$ cat src/spbt_pkg.sv
// Constants, types and a helper function for the split-port backplane transceiver
package spbt_pkg;

    localparam int          SPBT_CHANNELS    = 8;
    localparam int          SPBT_BUF_DEPTH   = 2;
    localparam int          SPBT_WB_DW       = 32;
    localparam int          SPBT_WB_AW       = 4;

    localparam logic [3:0]  SPBT_ADDR_CTRL   = 4'h0;
    localparam logic [3:0]  SPBT_ADDR_STATUS = 4'h4;

    localparam int          CTRL_OB_LO       = 0;
    localparam int          CTRL_OB_HI       = 1;
    localparam int          CTRL_IB_LO       = 2;
    localparam int          CTRL_IB_HI       = 3;
    localparam int          CTRL_RETURN      = 4;
    localparam int          CTRL_LOCAL_EN    = 5;
    localparam int          CTRL_BP_EN_HIGH  = 6;
    localparam int          CTRL_BP_EN_LOW   = 7;
    localparam int          CTRL_W           = 8;
    localparam logic [7:0]  CTRL_RESET       = 8'h80;

    localparam int          STAT_OB_LSB      = 0;
    localparam int          STAT_IB_LSB      = 8;
    localparam int          STAT_FULL        = 16;
    localparam int          STAT_EMPTY       = 17;

    typedef enum logic [1:0] {
        SPBT_BUFFER,
        SPBT_FLOP,
        SPBT_LATCH
    } spbt_mode_e;

    // Mode pair decode: 00 buffer, 01 flip-flop, 1x latch
    function automatic spbt_mode_e spbt_decode(input logic sel_hi, input logic sel_lo);
        spbt_mode_e m;
        m = SPBT_BUFFER;
        if (sel_hi) begin
            m = SPBT_LATCH;
        end else if (sel_lo) begin
            m = SPBT_FLOP;
        end
        return m;
    endfunction

endpackage

$ cat src/spbt_top.sv
// Eight-channel split-port to backplane transceiver datapath with Wishbone control
//
// Overview of operation
// - Eight channels, split local buses, shared backplane line
// - Each direction's element chosen by its mode pair
// - Buffer mode passes inverted input, no storage
// - Flip-flop mode captures on gate rising edge
// - Latch mode transparent while gate high, holds low
// - Return select low feeds inbound from backplane
// - Return select high feeds inbound from outbound element
// - Local enable high actively drives local output bus
// - Local enable low floats local output bus
// - Backplane outputs gated by high and low enables
// - Backplane drives only when high set, low clear
// - Both elements operate whatever the output enables
// - Disabled outputs still let elements accept or hold
//
// Added by the designer: the Wishbone interface to the registers and the address map.
`timescale 1ns/1ps
module spbt_top
    import spbt_pkg::*;
#(
    parameter int WIDTH = spbt_pkg::SPBT_CHANNELS,
    parameter int DEPTH = spbt_pkg::SPBT_BUF_DEPTH
) (
    input  wire logic                             MCLK,
    input  wire logic                             RST_N,
    input  wire logic                             WB_CYC_I,
    input  wire logic                             WB_STB_I,
    input  wire logic                             WB_WE_I,
    input  wire logic [spbt_pkg::SPBT_WB_AW-1:0]  WB_ADR_I,
    input  wire logic [3:0]                       WB_SEL_I,
    input  wire logic [spbt_pkg::SPBT_WB_DW-1:0]  WB_DAT_I,
    output logic      [spbt_pkg::SPBT_WB_DW-1:0]  WB_DAT_O,
    output logic                                  WB_ACK_O,
    input  wire logic [WIDTH-1:0]                 LOCAL_IN_BUS,
    output logic      [WIDTH-1:0]                 LOCAL_OUT_BUS,
    output logic      [WIDTH-1:0]                 LOCAL_OUT_OE_N,
    input  wire logic [WIDTH-1:0]                 BACKPLANE_I,
    output logic      [WIDTH-1:0]                 BACKPLANE_O,
    output logic      [WIDTH-1:0]                 BACKPLANE_OE_N,
    input  wire logic                             OUTBOUND_CLOCK_GATE,
    input  wire logic                             INBOUND_CLOCK_GATE,
    output logic                                  CAPTURE_IN_READY,
    output logic                                  CAPTURE_VALID,
    input  wire logic                             CAPTURE_READY,
    output logic      [WIDTH-1:0]                 CAPTURE_DATA
);
    import spbt_pkg::*;

    localparam int PW = (DEPTH > 1) ? $clog2(DEPTH) : 1;

    initial begin
        if (WIDTH < 1 || WIDTH > 8 || DEPTH < 2 || (DEPTH & (DEPTH - 1)) != 0) begin
            $error("spbt_top: WIDTH must be 1..8 and DEPTH a power of two of at least 2");
        end
    end

    // Pin synchronisers, three stages, accept when stages two and three agree
    logic [WIDTH-1:0] ai_s1_q, ai_s2_q, ai_s3_q, ai_v_q;
    logic [WIDTH-1:0] bp_s1_q, bp_s2_q, bp_s3_q, bp_v_q;
    logic [2:0]       og_s_q, ig_s_q;
    logic             og_v_q, ig_v_q, og_prev_q, ig_prev_q;

    always_ff @(posedge MCLK) begin
        if (!RST_N) begin
            ai_s1_q <= '0; ai_s2_q <= '0; ai_s3_q <= '0; ai_v_q <= '0;
            bp_s1_q <= '1; bp_s2_q <= '1; bp_s3_q <= '1; bp_v_q <= '1;
            og_s_q <= 3'h0; ig_s_q <= 3'h0;
            og_v_q <= 1'b0; ig_v_q <= 1'b0; og_prev_q <= 1'b0; ig_prev_q <= 1'b0;
        end else begin
            ai_s1_q <= LOCAL_IN_BUS; ai_s2_q <= ai_s1_q; ai_s3_q <= ai_s2_q;
            bp_s1_q <= BACKPLANE_I;  bp_s2_q <= bp_s1_q; bp_s3_q <= bp_s2_q;
            og_s_q <= {og_s_q[1:0], OUTBOUND_CLOCK_GATE};
            ig_s_q <= {ig_s_q[1:0], INBOUND_CLOCK_GATE};
            if (ai_s2_q == ai_s3_q) ai_v_q <= ai_s3_q;
            if (bp_s2_q == bp_s3_q) bp_v_q <= bp_s3_q;
            if (og_s_q[1] == og_s_q[2]) og_v_q <= og_s_q[2];
            if (ig_s_q[1] == ig_s_q[2]) ig_v_q <= ig_s_q[2];
            og_prev_q <= og_v_q;
            ig_prev_q <= ig_v_q;
        end
    end

    // Control register
    logic [CTRL_W-1:0] ctrl_q;
    logic              ack_q;
    wire  bus_req   = WB_CYC_I & WB_STB_I & ~ack_q;
    wire  hit_ctrl  = (WB_ADR_I == SPBT_ADDR_CTRL);
    wire  hit_stat  = (WB_ADR_I == SPBT_ADDR_STATUS);
    wire  ctrl_wr   = bus_req & WB_WE_I & hit_ctrl & WB_SEL_I[0];

    wire spbt_mode_e ob_mode = spbt_decode(ctrl_q[CTRL_OB_HI], ctrl_q[CTRL_OB_LO]);
    wire spbt_mode_e ib_mode = spbt_decode(ctrl_q[CTRL_IB_HI], ctrl_q[CTRL_IB_LO]);
    wire ret_sel   = ctrl_q[CTRL_RETURN];
    wire local_en  = ctrl_q[CTRL_LOCAL_EN];
    wire bp_active = ctrl_q[CTRL_BP_EN_HIGH] & ~ctrl_q[CTRL_BP_EN_LOW];

    // Logic elements
    logic [WIDTH-1:0] ob_q, ib_q;
    wire  og_rise = og_v_q & ~og_prev_q;
    wire  ig_rise = ig_v_q & ~ig_prev_q;
    wire  ig_fall = ~ig_v_q & ig_prev_q;

    // Element output before inversion: buffer and open latch pass data
    function automatic logic [WIDTH-1:0] elem_out(input spbt_mode_e m, input logic [WIDTH-1:0] d,
                                                  input logic g, input logic [WIDTH-1:0] q);
        logic [WIDTH-1:0] r;
        r = q;
        if (m == SPBT_BUFFER || (m == SPBT_LATCH && g)) begin
            r = d;
        end
        return r;
    endfunction

    function automatic logic [WIDTH-1:0] elem_next(input spbt_mode_e m, input logic [WIDTH-1:0] d,
                                                   input logic g, input logic rise,
                                                   input logic [WIDTH-1:0] q);
        logic [WIDTH-1:0] r;
        r = q;
        case (m)
            SPBT_FLOP:   if (rise) r = d;
            SPBT_LATCH:  if (g) r = d;
            default:     r = q;
        endcase
        return r;
    endfunction

    wire [WIDTH-1:0] ob_p = elem_out(ob_mode, ai_v_q, og_v_q, ob_q);
    wire [WIDTH-1:0] ib_d = ret_sel ? ob_p : bp_v_q;
    wire [WIDTH-1:0] ib_p = elem_out(ib_mode, ib_d, ig_v_q, ib_q);

    // Elements run regardless of output enables
    always_ff @(posedge MCLK) begin
        if (!RST_N) begin
            ob_q <= '0;
            ib_q <= '0;
        end else begin
            ob_q <= elem_next(ob_mode, ai_v_q, og_v_q, og_rise, ob_q);
            ib_q <= elem_next(ib_mode, ib_d, ig_v_q, ig_rise, ib_q);
        end
    end

    // Port drivers, registered
    logic [WIDTH-1:0] local_out_q, local_oe_n_q, bp_oe_n_q;
    always_ff @(posedge MCLK) begin
        if (!RST_N) begin
            local_out_q  <= '0;
            local_oe_n_q <= '1;
            bp_oe_n_q    <= '1;
        end else begin
            local_out_q  <= ~ib_p;
            local_oe_n_q <= {WIDTH{~local_en}};
            bp_oe_n_q    <= bp_active ? ~ob_p : {WIDTH{1'b1}};
        end
    end
    assign LOCAL_OUT_BUS  = local_out_q;
    assign LOCAL_OUT_OE_N = local_oe_n_q;
    assign BACKPLANE_O    = '0;
    assign BACKPLANE_OE_N = bp_oe_n_q;

    // Two-entry capture buffer for inbound stored words
    logic [WIDTH-1:0] mem_q [DEPTH];
    logic [PW-1:0]    wr_ptr_q, rd_ptr_q;
    logic [PW:0]      count_q;
    wire  cap_evt = (ib_mode == SPBT_FLOP && ig_rise) || (ib_mode == SPBT_LATCH && ig_fall);
    wire  full    = (count_q == (PW+1)'(DEPTH));
    wire  empty   = (count_q == '0);
    wire  push    = cap_evt & ~full;
    wire  pop     = CAPTURE_READY & ~empty;
    wire [WIDTH-1:0] cap_word = ~elem_next(ib_mode, ib_d, ig_v_q, ig_rise, ib_q);

    always_ff @(posedge MCLK) begin
        if (!RST_N) begin
            wr_ptr_q <= '0;
            rd_ptr_q <= '0;
            count_q  <= '0;
        end else begin
            if (push) begin
                mem_q[wr_ptr_q] <= cap_word;
                wr_ptr_q <= wr_ptr_q + 1'b1;
            end
            if (pop) rd_ptr_q <= rd_ptr_q + 1'b1;
            count_q <= count_q + (PW+1)'(push) - (PW+1)'(pop);
        end
    end
    assign CAPTURE_IN_READY = ~full;
    assign CAPTURE_VALID    = ~empty;
    assign CAPTURE_DATA     = empty ? '0 : mem_q[rd_ptr_q];

    // Wishbone slave, one wait state
    logic [SPBT_WB_DW-1:0] rdata_q;
    wire  [SPBT_WB_DW-1:0] status_w = (SPBT_WB_DW'(ob_p) << STAT_OB_LSB) | (SPBT_WB_DW'(ib_p) << STAT_IB_LSB)
                                    | (SPBT_WB_DW'(full) << STAT_FULL) | (SPBT_WB_DW'(empty) << STAT_EMPTY);
    wire  [SPBT_WB_DW-1:0] rd_sel   = hit_ctrl ? SPBT_WB_DW'(ctrl_q) : (hit_stat ? status_w : '0);

    always_ff @(posedge MCLK) begin
        if (!RST_N) begin
            ctrl_q  <= CTRL_RESET;
            ack_q   <= 1'b0;
            rdata_q <= '0;
        end else begin
            ack_q   <= bus_req;
            rdata_q <= (bus_req & ~WB_WE_I) ? rd_sel : '0;
            if (ctrl_wr) ctrl_q <= WB_DAT_I[CTRL_W-1:0];
        end
    end
    assign WB_ACK_O = ack_q;
    assign WB_DAT_O = rdata_q;

    // Checks
    property p_buffer_out;
        @(posedge MCLK) disable iff (!RST_N)
        (ob_mode == SPBT_BUFFER && bp_active) |=> (BACKPLANE_OE_N == ~$past(ai_v_q));
    endproperty
    a_buffer_out: assert property (p_buffer_out) else $error("buffer mode output wrong");

    property p_flop_capture;
        @(posedge MCLK) disable iff (!RST_N)
        (ob_mode == SPBT_FLOP && og_rise) |=> (ob_q == $past(ai_v_q));
    endproperty
    a_flop_capture: assert property (p_flop_capture) else $error("flop missed rising edge");

    property p_flop_hold;
        @(posedge MCLK) disable iff (!RST_N)
        (ob_mode == SPBT_FLOP && !og_rise && $stable(ctrl_q)) |=> $stable(ob_q);
    endproperty
    a_flop_hold: assert property (p_flop_hold) else $error("flop changed without edge");

    property p_latch_hold;
        @(posedge MCLK) disable iff (!RST_N)
        (ib_mode == SPBT_LATCH && !ig_v_q) |=> (ib_q == $past(ib_q));
    endproperty
    a_latch_hold: assert property (p_latch_hold) else $error("closed latch changed");

    property p_return_path;
        @(posedge MCLK) disable iff (!RST_N)
        (ib_mode == SPBT_BUFFER) |=> (LOCAL_OUT_BUS == ~($past(ret_sel) ? $past(ob_p) : $past(bp_v_q)));
    endproperty
    a_return_path: assert property (p_return_path) else $error("inbound source wrong");

    property p_local_enable;
        @(posedge MCLK) disable iff (!RST_N)
        $changed(local_en) |=> (LOCAL_OUT_OE_N == {WIDTH{~$past(local_en)}});
    endproperty
    a_local_enable: assert property (p_local_enable) else $error("local enable wrong");

    property p_bp_inactive;
        @(posedge MCLK) disable iff (!RST_N)
        (!ctrl_q[CTRL_BP_EN_HIGH] || ctrl_q[CTRL_BP_EN_LOW]) |=> (&BACKPLANE_OE_N);
    endproperty
    a_bp_inactive: assert property (p_bp_inactive) else $error("backplane driven while inactive");

    property p_wb_ack;
        @(posedge MCLK) disable iff (!RST_N)
        (WB_CYC_I && WB_STB_I && !WB_ACK_O) |=> WB_ACK_O ##1 !WB_ACK_O;
    endproperty
    a_wb_ack: assert property (p_wb_ack) else $error("wishbone ack timing wrong");

    property p_bp_drive;
        @(posedge MCLK) disable iff (!RST_N)
        bp_active |=> (BACKPLANE_OE_N == ~$past(ob_p));
    endproperty
    a_bp_drive: assert property (p_bp_drive) else $error("active backplane shows wrong level");

    property p_latch_open;
        @(posedge MCLK) disable iff (!RST_N)
        (ob_mode == SPBT_LATCH && og_v_q) |=> (ob_q == $past(ai_v_q));
    endproperty
    a_latch_open: assert property (p_latch_open) else $error("open latch did not follow data");

    property p_inbound_flop;
        @(posedge MCLK) disable iff (!RST_N)
        (ib_mode == SPBT_FLOP && ig_rise) |=> (ib_q == $past(ib_d));
    endproperty
    a_inbound_flop: assert property (p_inbound_flop) else $error("inbound flop missed its source");

    property p_local_drive;
        @(posedge MCLK) disable iff (!RST_N)
        local_en |=> (LOCAL_OUT_OE_N == '0 && LOCAL_OUT_BUS == ~$past(ib_p));
    endproperty
    a_local_drive: assert property (p_local_drive) else $error("local bus not driven with inverse");

    property p_reset_idle;
        @(posedge MCLK)
        !RST_N |=> (&BACKPLANE_OE_N && &LOCAL_OUT_OE_N && !WB_ACK_O && !CAPTURE_VALID);
    endproperty
    a_reset_idle: assert property (p_reset_idle) else $error("outputs not idle in reset");

    property p_capture_hold;
        @(posedge MCLK) disable iff (!RST_N)
        (CAPTURE_VALID && !CAPTURE_READY) |=> (CAPTURE_VALID && $stable(CAPTURE_DATA));
    endproperty
    a_capture_hold: assert property (p_capture_hold) else $error("capture word lost while stalled");

    property p_capture_full;
        @(posedge MCLK) disable iff (!RST_N)
        (full && !CAPTURE_READY) |=> !CAPTURE_IN_READY;
    endproperty
    a_capture_full: assert property (p_capture_full) else $error("full buffer shows ready");

    property p_wb_idle_zero;
        @(posedge MCLK) disable iff (!RST_N)
        !WB_ACK_O |-> (WB_DAT_O == '0);
    endproperty
    a_wb_idle_zero: assert property (p_wb_idle_zero) else $error("read data not zero without ack");

endmodule // spbt_top

$ cat config.mk
export PLATFORM = sky130hd
export DESIGN_NAME = spbt_top
export DESIGN_NICKNAME = d
export VERILOG_FILES = /design/src/spbt_pkg.sv /design/src/spbt_top.sv
export SDC_FILE = /design/constraint.sdc
export NUM_CORES = 1
export LEC_CHECK = 0
export ABC_AREA = 1
export BUFFER_PORTS_ARGS = -buffer_cell sky130_fd_sc_hd__buf_2
export CELL_PAD_IN_SITES_DETAIL_PLACEMENT = 0
export CELL_PAD_IN_SITES_GLOBAL_PLACEMENT = 2
export CORE_MARGIN = 2
export CORE_UTILIZATION = 32
export CTS_BUF_LIST = sky130_fd_sc_hd__clkbuf_4 sky130_fd_sc_hd__clkbuf_8
export CTS_CLUSTER_SIZE = 12
export DETAILED_ROUTE_END_ITERATION = 16
export GPL_TIMING_DRIVEN = 0
export PLACE_DENSITY = 0.9
export SYNTH_ARGS = -nofsm -noshare
export SYNTH_HDL_FRONTEND = slang
export SYNTH_SLANG_ARGS = --single-unit
$ cat constraint.sdc
create_clock -name MCLK -period 2.5 [get_ports MCLK]
set_input_delay 0.5 -clock MCLK [delete_from_list [all_inputs] [get_ports MCLK]]
set_output_delay 0.5 -clock MCLK [all_outputs]
set_load 0.02 [all_outputs]
# Word level (Yosys, flattened, before mapping)
# Memory sizes are Yosys's and may differ from the RTL's. A register that Yosys moved wholly into a read port is not among the register bits.
# Cells that the tools add are included.
[totals]
regBits = 138
ram_bits = 16
inputBits = 64
out_inout_bits = 75
word_cells = 110
n_memories = 1
[memory_table]
columns = ["memory", "words", "word_bits", "rd", "rd_clocked_by_memory_dff", "wr", "line_no", "text"]
rows = [
  ["mem_q", 2, 8, 1, 1, 1, "spbt_top.sv:163", "logic [WIDTH-1:0] mem_q [DEPTH];"],
]
[classes]
addsub = 4
n_eq_ne = 12
muxes = 21
bitwise = 30
reduce_logical = 16
[ops]
columns = ["op", "count"]
rows = [
  ["8-bit two-way mux", 10],
  ["8-bit one-hot mux with 2 select lines", 2],
  ["8-bit NOT", 3],
  ["17-bit by 18-bit bitwise OR with 18-bit output", 1],
  ["16-bit by 17-bit bitwise OR with 17-bit output", 1],
  ["8-bit == test", 2],
  ["8-bit by 16-bit bitwise OR with 16-bit output", 1],
  ["1-bit AND", 12],
  ["1-bit NOT", 12],
  ["1-bit two-way mux", 7],
  ["2-bit == test (second input constant)", 3],
  ["2-bit logical NOT", 3],
  ["2-bit by 1-bit == test with 1-bit output (second input constant)", 2],
  ["4-bit by 3-bit == test with 1-bit output (second input constant)", 1],
  ["1-bit logical AND", 4],
  ["4-bit logical NOT", 1],
  ["2-bit two-way mux", 2],
  ["2-bit inequality test (second input constant)", 2],
  ["2-bit AND reduction", 2],
  ["4-bit OR reduction", 1],
  ["1-bit logical OR", 3],
  ["3-bit AND reduction", 1],
  ["1-bit adder (second input constant)", 2],
  ["2-bit by 1-bit adder with 2-bit output", 1],
  ["other kinds (3)", 4],
]

# Depth between registers and ports, before layout
# Gate-level depths: netlist (run 1).
[depth]
depth_word = 13
mapped_depth = 11
ltp_nobuf = 11

# Worst setup path before layout (run 1)
# Ideal clock, no wire load.
[synth_path]
kind = "input -> register"
start = "input RST_N"
end = "memory mem_q[1][0] in the netlist's numbering (enable)"
setup_ps = 383
arrival_time_ps = 1547
t_required_ps = 2117
path_slack_ps = 570
path_stages = 4
n_path_buf = 2
cell_sequence = "buf_2 > inv_2 > clkbuf_1 > nor3_1"
[synth_via]
elab_chain_cells = 2
[synth_lines]
columns = ["element", "line_no", "text"]
rows = [
  ["from (decl)", "spbt_top.sv:27", "input wire logic RST_N,"],
  ["1-bit two-way mux", "spbt_top.sv:174", "if (!RST_N) begin"],
  ["1-bit two-way mux (implied by the code)", "spbt_top.sv:180", "mem_q[wr_ptr_q] <= cap_word;"],
  ["to (decl)", "spbt_top.sv:163", ""],
]
# Every way passes these cells.

==> run_results.csv, run 1 <==
group,metric,value,unit
status,outcome,"completed",
cells_and_area,nets,946,
placement,pre_cts_slack,-36.7,ps
flow_run,max-cap-violations,0,
worst_setup_path,crit_chain,"clkbuf_1 > inv_1 > nand2_1 > a21oi_1 > buf_2",
synth,avgSynthCellArea,8.15,um^2
synth,synth_warnings,0,
route,dr.pass1.iters,4,
clock_network,clock_tree.buffer_depth,2,
power,power_density,697,mW/mm^2
route,vias,4600,
route,drc_errors,0,
floorplanning,die_h,142,um
synth,yosys.area.top_type,"dfxtp_1",
global_route,grt_usage,13.7,%
clock_network,cts_buffers,17,
timing,fmax,450,MHz
cells_and_area,diodes,0,
timing,rsz0062_at_grt,"no",
global_route,overflow,0,
timing,period_needed,2220,ps
placement,placed_area,0.00694,mm^2
power,p_leak,3.65,nW
cells_and_area,final_area,0.00734,mm^2
global_route,grt_pass1_wl,21500,um
synth,ys_ff_latch,155,
timing,worst_pin_slew,1180,ps
route,viasPerCell,4.08,
worst_setup_path,cp_max_fo,9,
cells_and_area,drive_above_1_share,25.9,%
timing,final_max_slew_viol_count,0,
synth,syn_area,0.00613,mm^2
route,wl_per_cell,11.6,um
global_route,grt_max_degree,17,
clock_network,cts_resized,0,
clock_network,clk_pin_slew_worst_paths,90,ps
floorplanning,io_pins,139,
clock_network,htreeDepth,4,
timing,skew,18.5,ps
clock_network,clock_sinks,155,
route,drt.antenna.violating_nets,0,
floorplanning,coreArea,0.0188,mm^2
synth,synth_top_area_share,45.4,%
synth,yosysSeqAreaShare,53.2,%
placement,hpwl,9800,um
floorplanning,die_w,142,um
floorplanning,die_area,0.0203,mm^2
route,drtIter0Drc,146,
synth,ys.flop_type,"dfxtp_1",
worst_setup_path,crit_slowest_cell,"clkbuf_1",
cells_and_area,final_util,39.1,%
timing,setup_viol_count_final,0,
worst_setup_path,critPathRequiredTime,2000,ps
synth,synth_cell_types,32,
route,drt_wl_total,13100,um
synth,async_flop_share,0,%
clock_network,post_cts_buffers,0,
worst_setup_path,crit_buf_inv,3,
timing,final_hold_viol_count,0,
timing,final.setup.worst_slack,278,ps
timing,maxSlewHeadroom,20.9,%
global_route,grt_pass1_vias,4403,
synth,synth.area.top_cells,"dfxtp_1 (45%), nand2_1 (13%), edfxtp_1 (7.8%)",
worst_setup_path,slowest_delay,330,ps
placement,port_buffers,88,
worst_setup_path,critPathArrivalTime,1720,ps
global_route,antenna_found_initial,0,
clock_network,ctsHoldBuffers,0,
worst_setup_path,worstSetupPathType,"reg2out",
min_path,hold_path.class,"in2reg",
clock_network,cts_tree,"yes",
worst_setup_path,worstSetupStartpointType,"register",
worst_setup_path,setup.worst_path.end_class,"output port",
floorplanning,start_util,32.7,%
clock_network,clock_latency,460,ps
synth,syn_inst,752,
power,vdd_drop_max,0.321,mV
timing,period_share,88.9,%
placement,gp_congestion,0.818,
floorplanning,row_count,50,
synth,synth-edff-count,16,
worst_setup_path,path_delay_family,"buffers and inverters",
clock_network,cts-root-buf,"clkbuf_8",
cells_and_area,syn2layout_area_growth,19.8,%
-- synth_stat cells, types with 2 or more instances --
cell	number
o21bai_1	2
xnor2_1	10
inv_2	2
buf_2	6
nand2_1	205
o21ai_2	2
a21oi_2	2
nor2_2	4
ha_1	2
dfxtp_1	139
buf_4	32
nand3_1	55
nor3_1	10
nor2_1	52
nand2_2	12
nand2_4	2
clkbuf_1	11
inv_1	85
nand3_2	6
a21oi_1	29
nor2_4	2
o21ai_0	18
or2_1	3
or2_2	38
edfxtp_1	16
-- flip-flops by register name, indices dropped and copies added (netlist names), 8 cells and up, named ones only --
name / cells
BACKPLANE_OE_N: 8
ai_s2_q: 8
bp_s3_q: 8
ai_v_q: 8
ai_s3_q: 8
mem_q: 16
ai_s1_q: 8
bp_s2_q: 8
LOCAL_OUT_BUS: 8
ob_q: 8
ctrl_q: 8
WB_DAT_O: 18
bp_s1_q: 8
bp_v_q: 8
-- per-stage QoR --
step | total power [mW] | hold slack [ps] | std cells | setup TNS [ps]
floorplan | 3.12 | 368 | 773 | 0
global placement | 3.29 | 394 | 1095 | -155
detailed placement | 3.30 | 397 | 1095 | -291
CTS | 5.19 | 190 | 1127 | 0
global route | 5.38 | 193 | 1127 | 0
finish | 5.12 | 218 | 1127 | 0
-- power breakdown --
group	total [mW]	switching [mW]	internal, mW	leakage [nW]
clock network	1.89	0.944	0.945	0.201
registers	2.65	0.0613	2.59	1.27
logic	0.579	0.367	0.212	2.17
-- layout make-up --
class,instances,area (um^2)
multi-input cells,480,2290
clock buffers,20,263
clock inverters,12,138
well taps,234,293
fillers,2049,11400
plain buffers,51,335
inverters,87,327
repair buffers,88,440
flip-flops and latches,155,3260
-- cell families after synthesis --
| kind of cell | after synthesis | synth area share, % |
|---|---|---|
| xor gates and xnor gates | 10 | 1.43 |
| and+or+nand+nor | 392 | 29.1 |
| buffers and inverters | 138 | 10.8 |
| adders and majority gates | 2 | 0.408 |
| AOI/OAI and AO/OA | 54 | 5.00 |
| DFF | 155 | 53.2 |
| other | 1 | 0.0612 |
-- metal layers --
| layer | GRT usage, % | vias to the layer above | wire length, um | part of all wire (%) |
|---|---|---|---|---|
| met5 | 0 | - | 0 | 0 |
| met4 | 5.00 | 0 | 218 | 1.7 |
| met3 | 3.23 | 20 | 490 | 3.7 |
| met2 | 23.0 | 81 | 6240 | 48 |
| met1 | 17.3 | 1976 | 6170 | 47 |
| li1 | - | 2523 | - | - |
-- worst paths after layout --
check / start / to / slack [ps] / cells past startpoint
max: register / CAPTURE_DATA[0] / 280 / 5
min: LOCAL_IN_BUS[0] / ai_s1_q[0] / 220 / 3
max reg2reg: ig_v_q / mem_q[1][1] / 380 / 6
min reg2reg: ai_s1_q[3] / ai_s2_q[3] / 410 / 2
-- layout by cell type (no fill, tap or decap), types with 11 or more instances in the layout --
cell,count
nand2_1,205
dfxtp_1,139
buf_2,94
inv_1,85
nand3_1,55
nor2_1,52
or2_2,38
buf_4,32
a21oi_1,29
conb_1,22
o21ai_0,18
clkbuf_8,18
edfxtp_1,16
nand2_2,12
clkbuf_1,11
-- worst reg2reg max path, cell delays in order (launching register included) --
cell and delay, ps:
dfxtp_1 380, inv_1 70, nor2_1 90, nand3_1 90, nand2_1 110, nand2_1 100
nor3_1 910
(Power assumes the default switching activity.)
==> run 2, diff against run 1 <==
CELL_PAD_IN_SITES_DETAIL_PLACEMENT = not set   (was 0)
CELL_PAD_IN_SITES_GLOBAL_PLACEMENT = not set   (was 2)
CORE_UTILIZATION = 45   (was 32)
PLACE_DENSITY = 0.77   (was 0.9)
==> run 2 against run 1 <==
Against the previous run:
- maximum frequency up 2.0%
- die area shrank 28%
- wire length shrank 9.5%
- critical path type unchanged
- sequential share of layout area is 0.85 points higher
- cell count decreased by 5.1%
- global-route usage rose by 3.9 points
==> run_results.csv, run 2 (same netlist as run 1, synthesis figures left out) <==
group,metric,value,unit
status,outcome,"completed",
timing,rsz0062_at_grt,"no",
timing,setup_tns,0,ps
route,viasPerCell,4.47,
route,drc_errors,0,
timing,final_hold_viol_count,0,
timing,setup_viol_count_final,0,
cells_and_area,diodes,0,
clock_network,cts_resized,0,
floorplanning,row_count,42,
clock_network,cts_buffers,17,
power,p_leak,3.61,nW
cells_and_area,largest_register_ffs,18,
route,drt_wl_total,11900,um
clock_network,clock_sinks,155,
timing,maxSlewHeadroom,20.4,%
global_route,overflow,0,
floorplanning,die_h,121,um
clock_network,cts_tree,"yes",
placement,dp.cells,1037,
timing,fmax,459,MHz
floorplanning,io_pins,139,
cells_and_area,layout_common_cells,"nand2_1 (205), dfxtp_1 (139), buf_2 (94), inv_1 (85), nand3_1 (55)",
cells_and_area,final_cells,1069,
cells_and_area,fillCellCount,1255,
min_path,hold_path.class,"in2reg",
global_route,grt_max_degree,17,
flow_run,max-cap-violations,0,
worst_setup_path,crit_chain,"clkbuf_1 > inv_1 > nand2_1 > a21oi_1 > buf_2",
timing,period_share,87.1,%
clock_network,cts-root-buf,"clkbuf_8",
route,drtIter0Drc,208,
cells_and_area,final_area,0.00721,mm^2
global_route,grt_pass1_wl,20200,um
placement,placed_area,0.00687,mm^2
worst_setup_path,path_delay_family,"buffers and inverters",
min_path,min_from,"LOCAL_IN_BUS[3]",
global_route,antenna_found_initial,0,
worst_setup_path,slowest_delay,320,ps
power,clkPwrFrac,33.0,%
floorplanning,start_util,46.1,%
cells_and_area,nets,946,
timing,final.setup.worst_slack,322,ps
floorplanning,die_w,121,um
placement,port_buffers,88,
floorplanning,die_area,0.0146,mm^2
route,dr.pass1.iters,5,
worst_setup_path,worstSetupStartpointType,"register",
power,sw_frac_of_total,27.7,%
clock_network,clock_latency,450,ps
clock_network,post_cts_buffers,0,
route,drt.antenna.violating_nets,0,
route,vias,4776,
worst_setup_path,critPathArrivalTime,1680,ps
clock_network,clk_pin_slew_worst_paths,80,ps
placement,pre_cts_slack,-7.76,ps
worst_setup_path,setup.worst_path.end_class,"output port",
power,p_sw,1.34,mW
worst_setup_path,crit_buf_inv,3,
worst_setup_path,critPathRequiredTime,2000,ps
timing,worst_pin_slew,1180,ps
placement,gp_congestion,0.887,
power,power_density,669,mW/mm^2
worst_setup_path,cp_max_fo,9,
global_route,grt_pass1_vias,4458,
timing,skew,8.14,ps
cells_and_area,syn2layout_area_growth,17.5,%
cells_and_area,layout_commonest_cell,"nand2_1",
cells_and_area,drive_above_1_share,25.6,%
power,pwr-share-comb,11.9,%
worst_setup_path,r2r-start,"ig_v_q",
timing,period_needed,2180,ps
clock_network,htreeDepth,4,
power,p_seq_share,55.1,%
timing,final_max_slew_viol_count,0,
clock_network,ctsHoldBuffers,0,
power,vdd_drop_max,0.441,mV
power,internal_power,3.48,mW
worst_setup_path,crit_slowest_cell,"clkbuf_1",
global_route,grt_usage,17.6,%
clock_network,clock_tree.buffer_depth,2,
placement,hpwl,8970,um
floorplanning,coreArea,0.0133,mm^2
route,wl_per_cell,11.1,um
worst_setup_path,worstSetupPathType,"reg2out",
run 2: changes by cell type in the layout (fill, tap and decap cells not counted), sizes merged:
cell      change
bufinv        -2
clkinvlp      +3
clkbuf        -3
clkinv        +2
run 2: power groups by stage:
stage	combinational, mW	sequential, mW	clock (mW)
floorplan	0.419	2.70	0
global placement	0.567	2.71	0
detailed placement	0.579	2.71	0
CTS	0.582	2.65	1.64
global route	0.656	2.66	1.76
finish	0.575	2.65	1.59
run 2: area by class of cell:
cell class | count | area [um^2] | area share, %
Sequential cell | 155 | 3260 | 45.3
Multi-Input combinational cell | 480 | 2290 | 31.7
Timing Repair Buffer | 88 | 440 | 6.11
Buffer | 51 | 335 | 4.65
Inverter | 87 | 327 | 4.53
Clock buffer | 17 | 234 | 3.25
Tap cell | 176 | 220 | 3.06
Clock inverter | 15 | 101 | 1.41
run 2: worst paths after layout:
kind	end	slack, ps	cells past startpoint
worst max-delay path	CAPTURE_DATA[0]	320	5
worst min-delay path	ai_s1_q[3]	230	3
worst max register to register	mem_q[1][2]	380	6
worst min register to register	ig_s_q[1]	410	2
run 2: layer usage:
metal	routed length, um	GRT usage, %	up-vias
met1	5190	21.4	2117
met4	346	8.43	0
met2	5850	29.9	99
li1	-	-	2530
met3	484	3.73	30
met5	0	0	-
run 2: worst min-delay path, cell delays in order:
cell	delay [ps]
buf_2	70
nand2_1	40
inv_1	40
run 2: stage by stage:
stage	util [%]	hold WS, ps	total power, mW
final	54.2	227	4.82
after floorplan	-	368	3.12
after detailed placement	51.7	397	3.29
after global routing	54.2	218	5.08
after global placement	51.7	394	3.27
after CTS	54.2	198	4.87
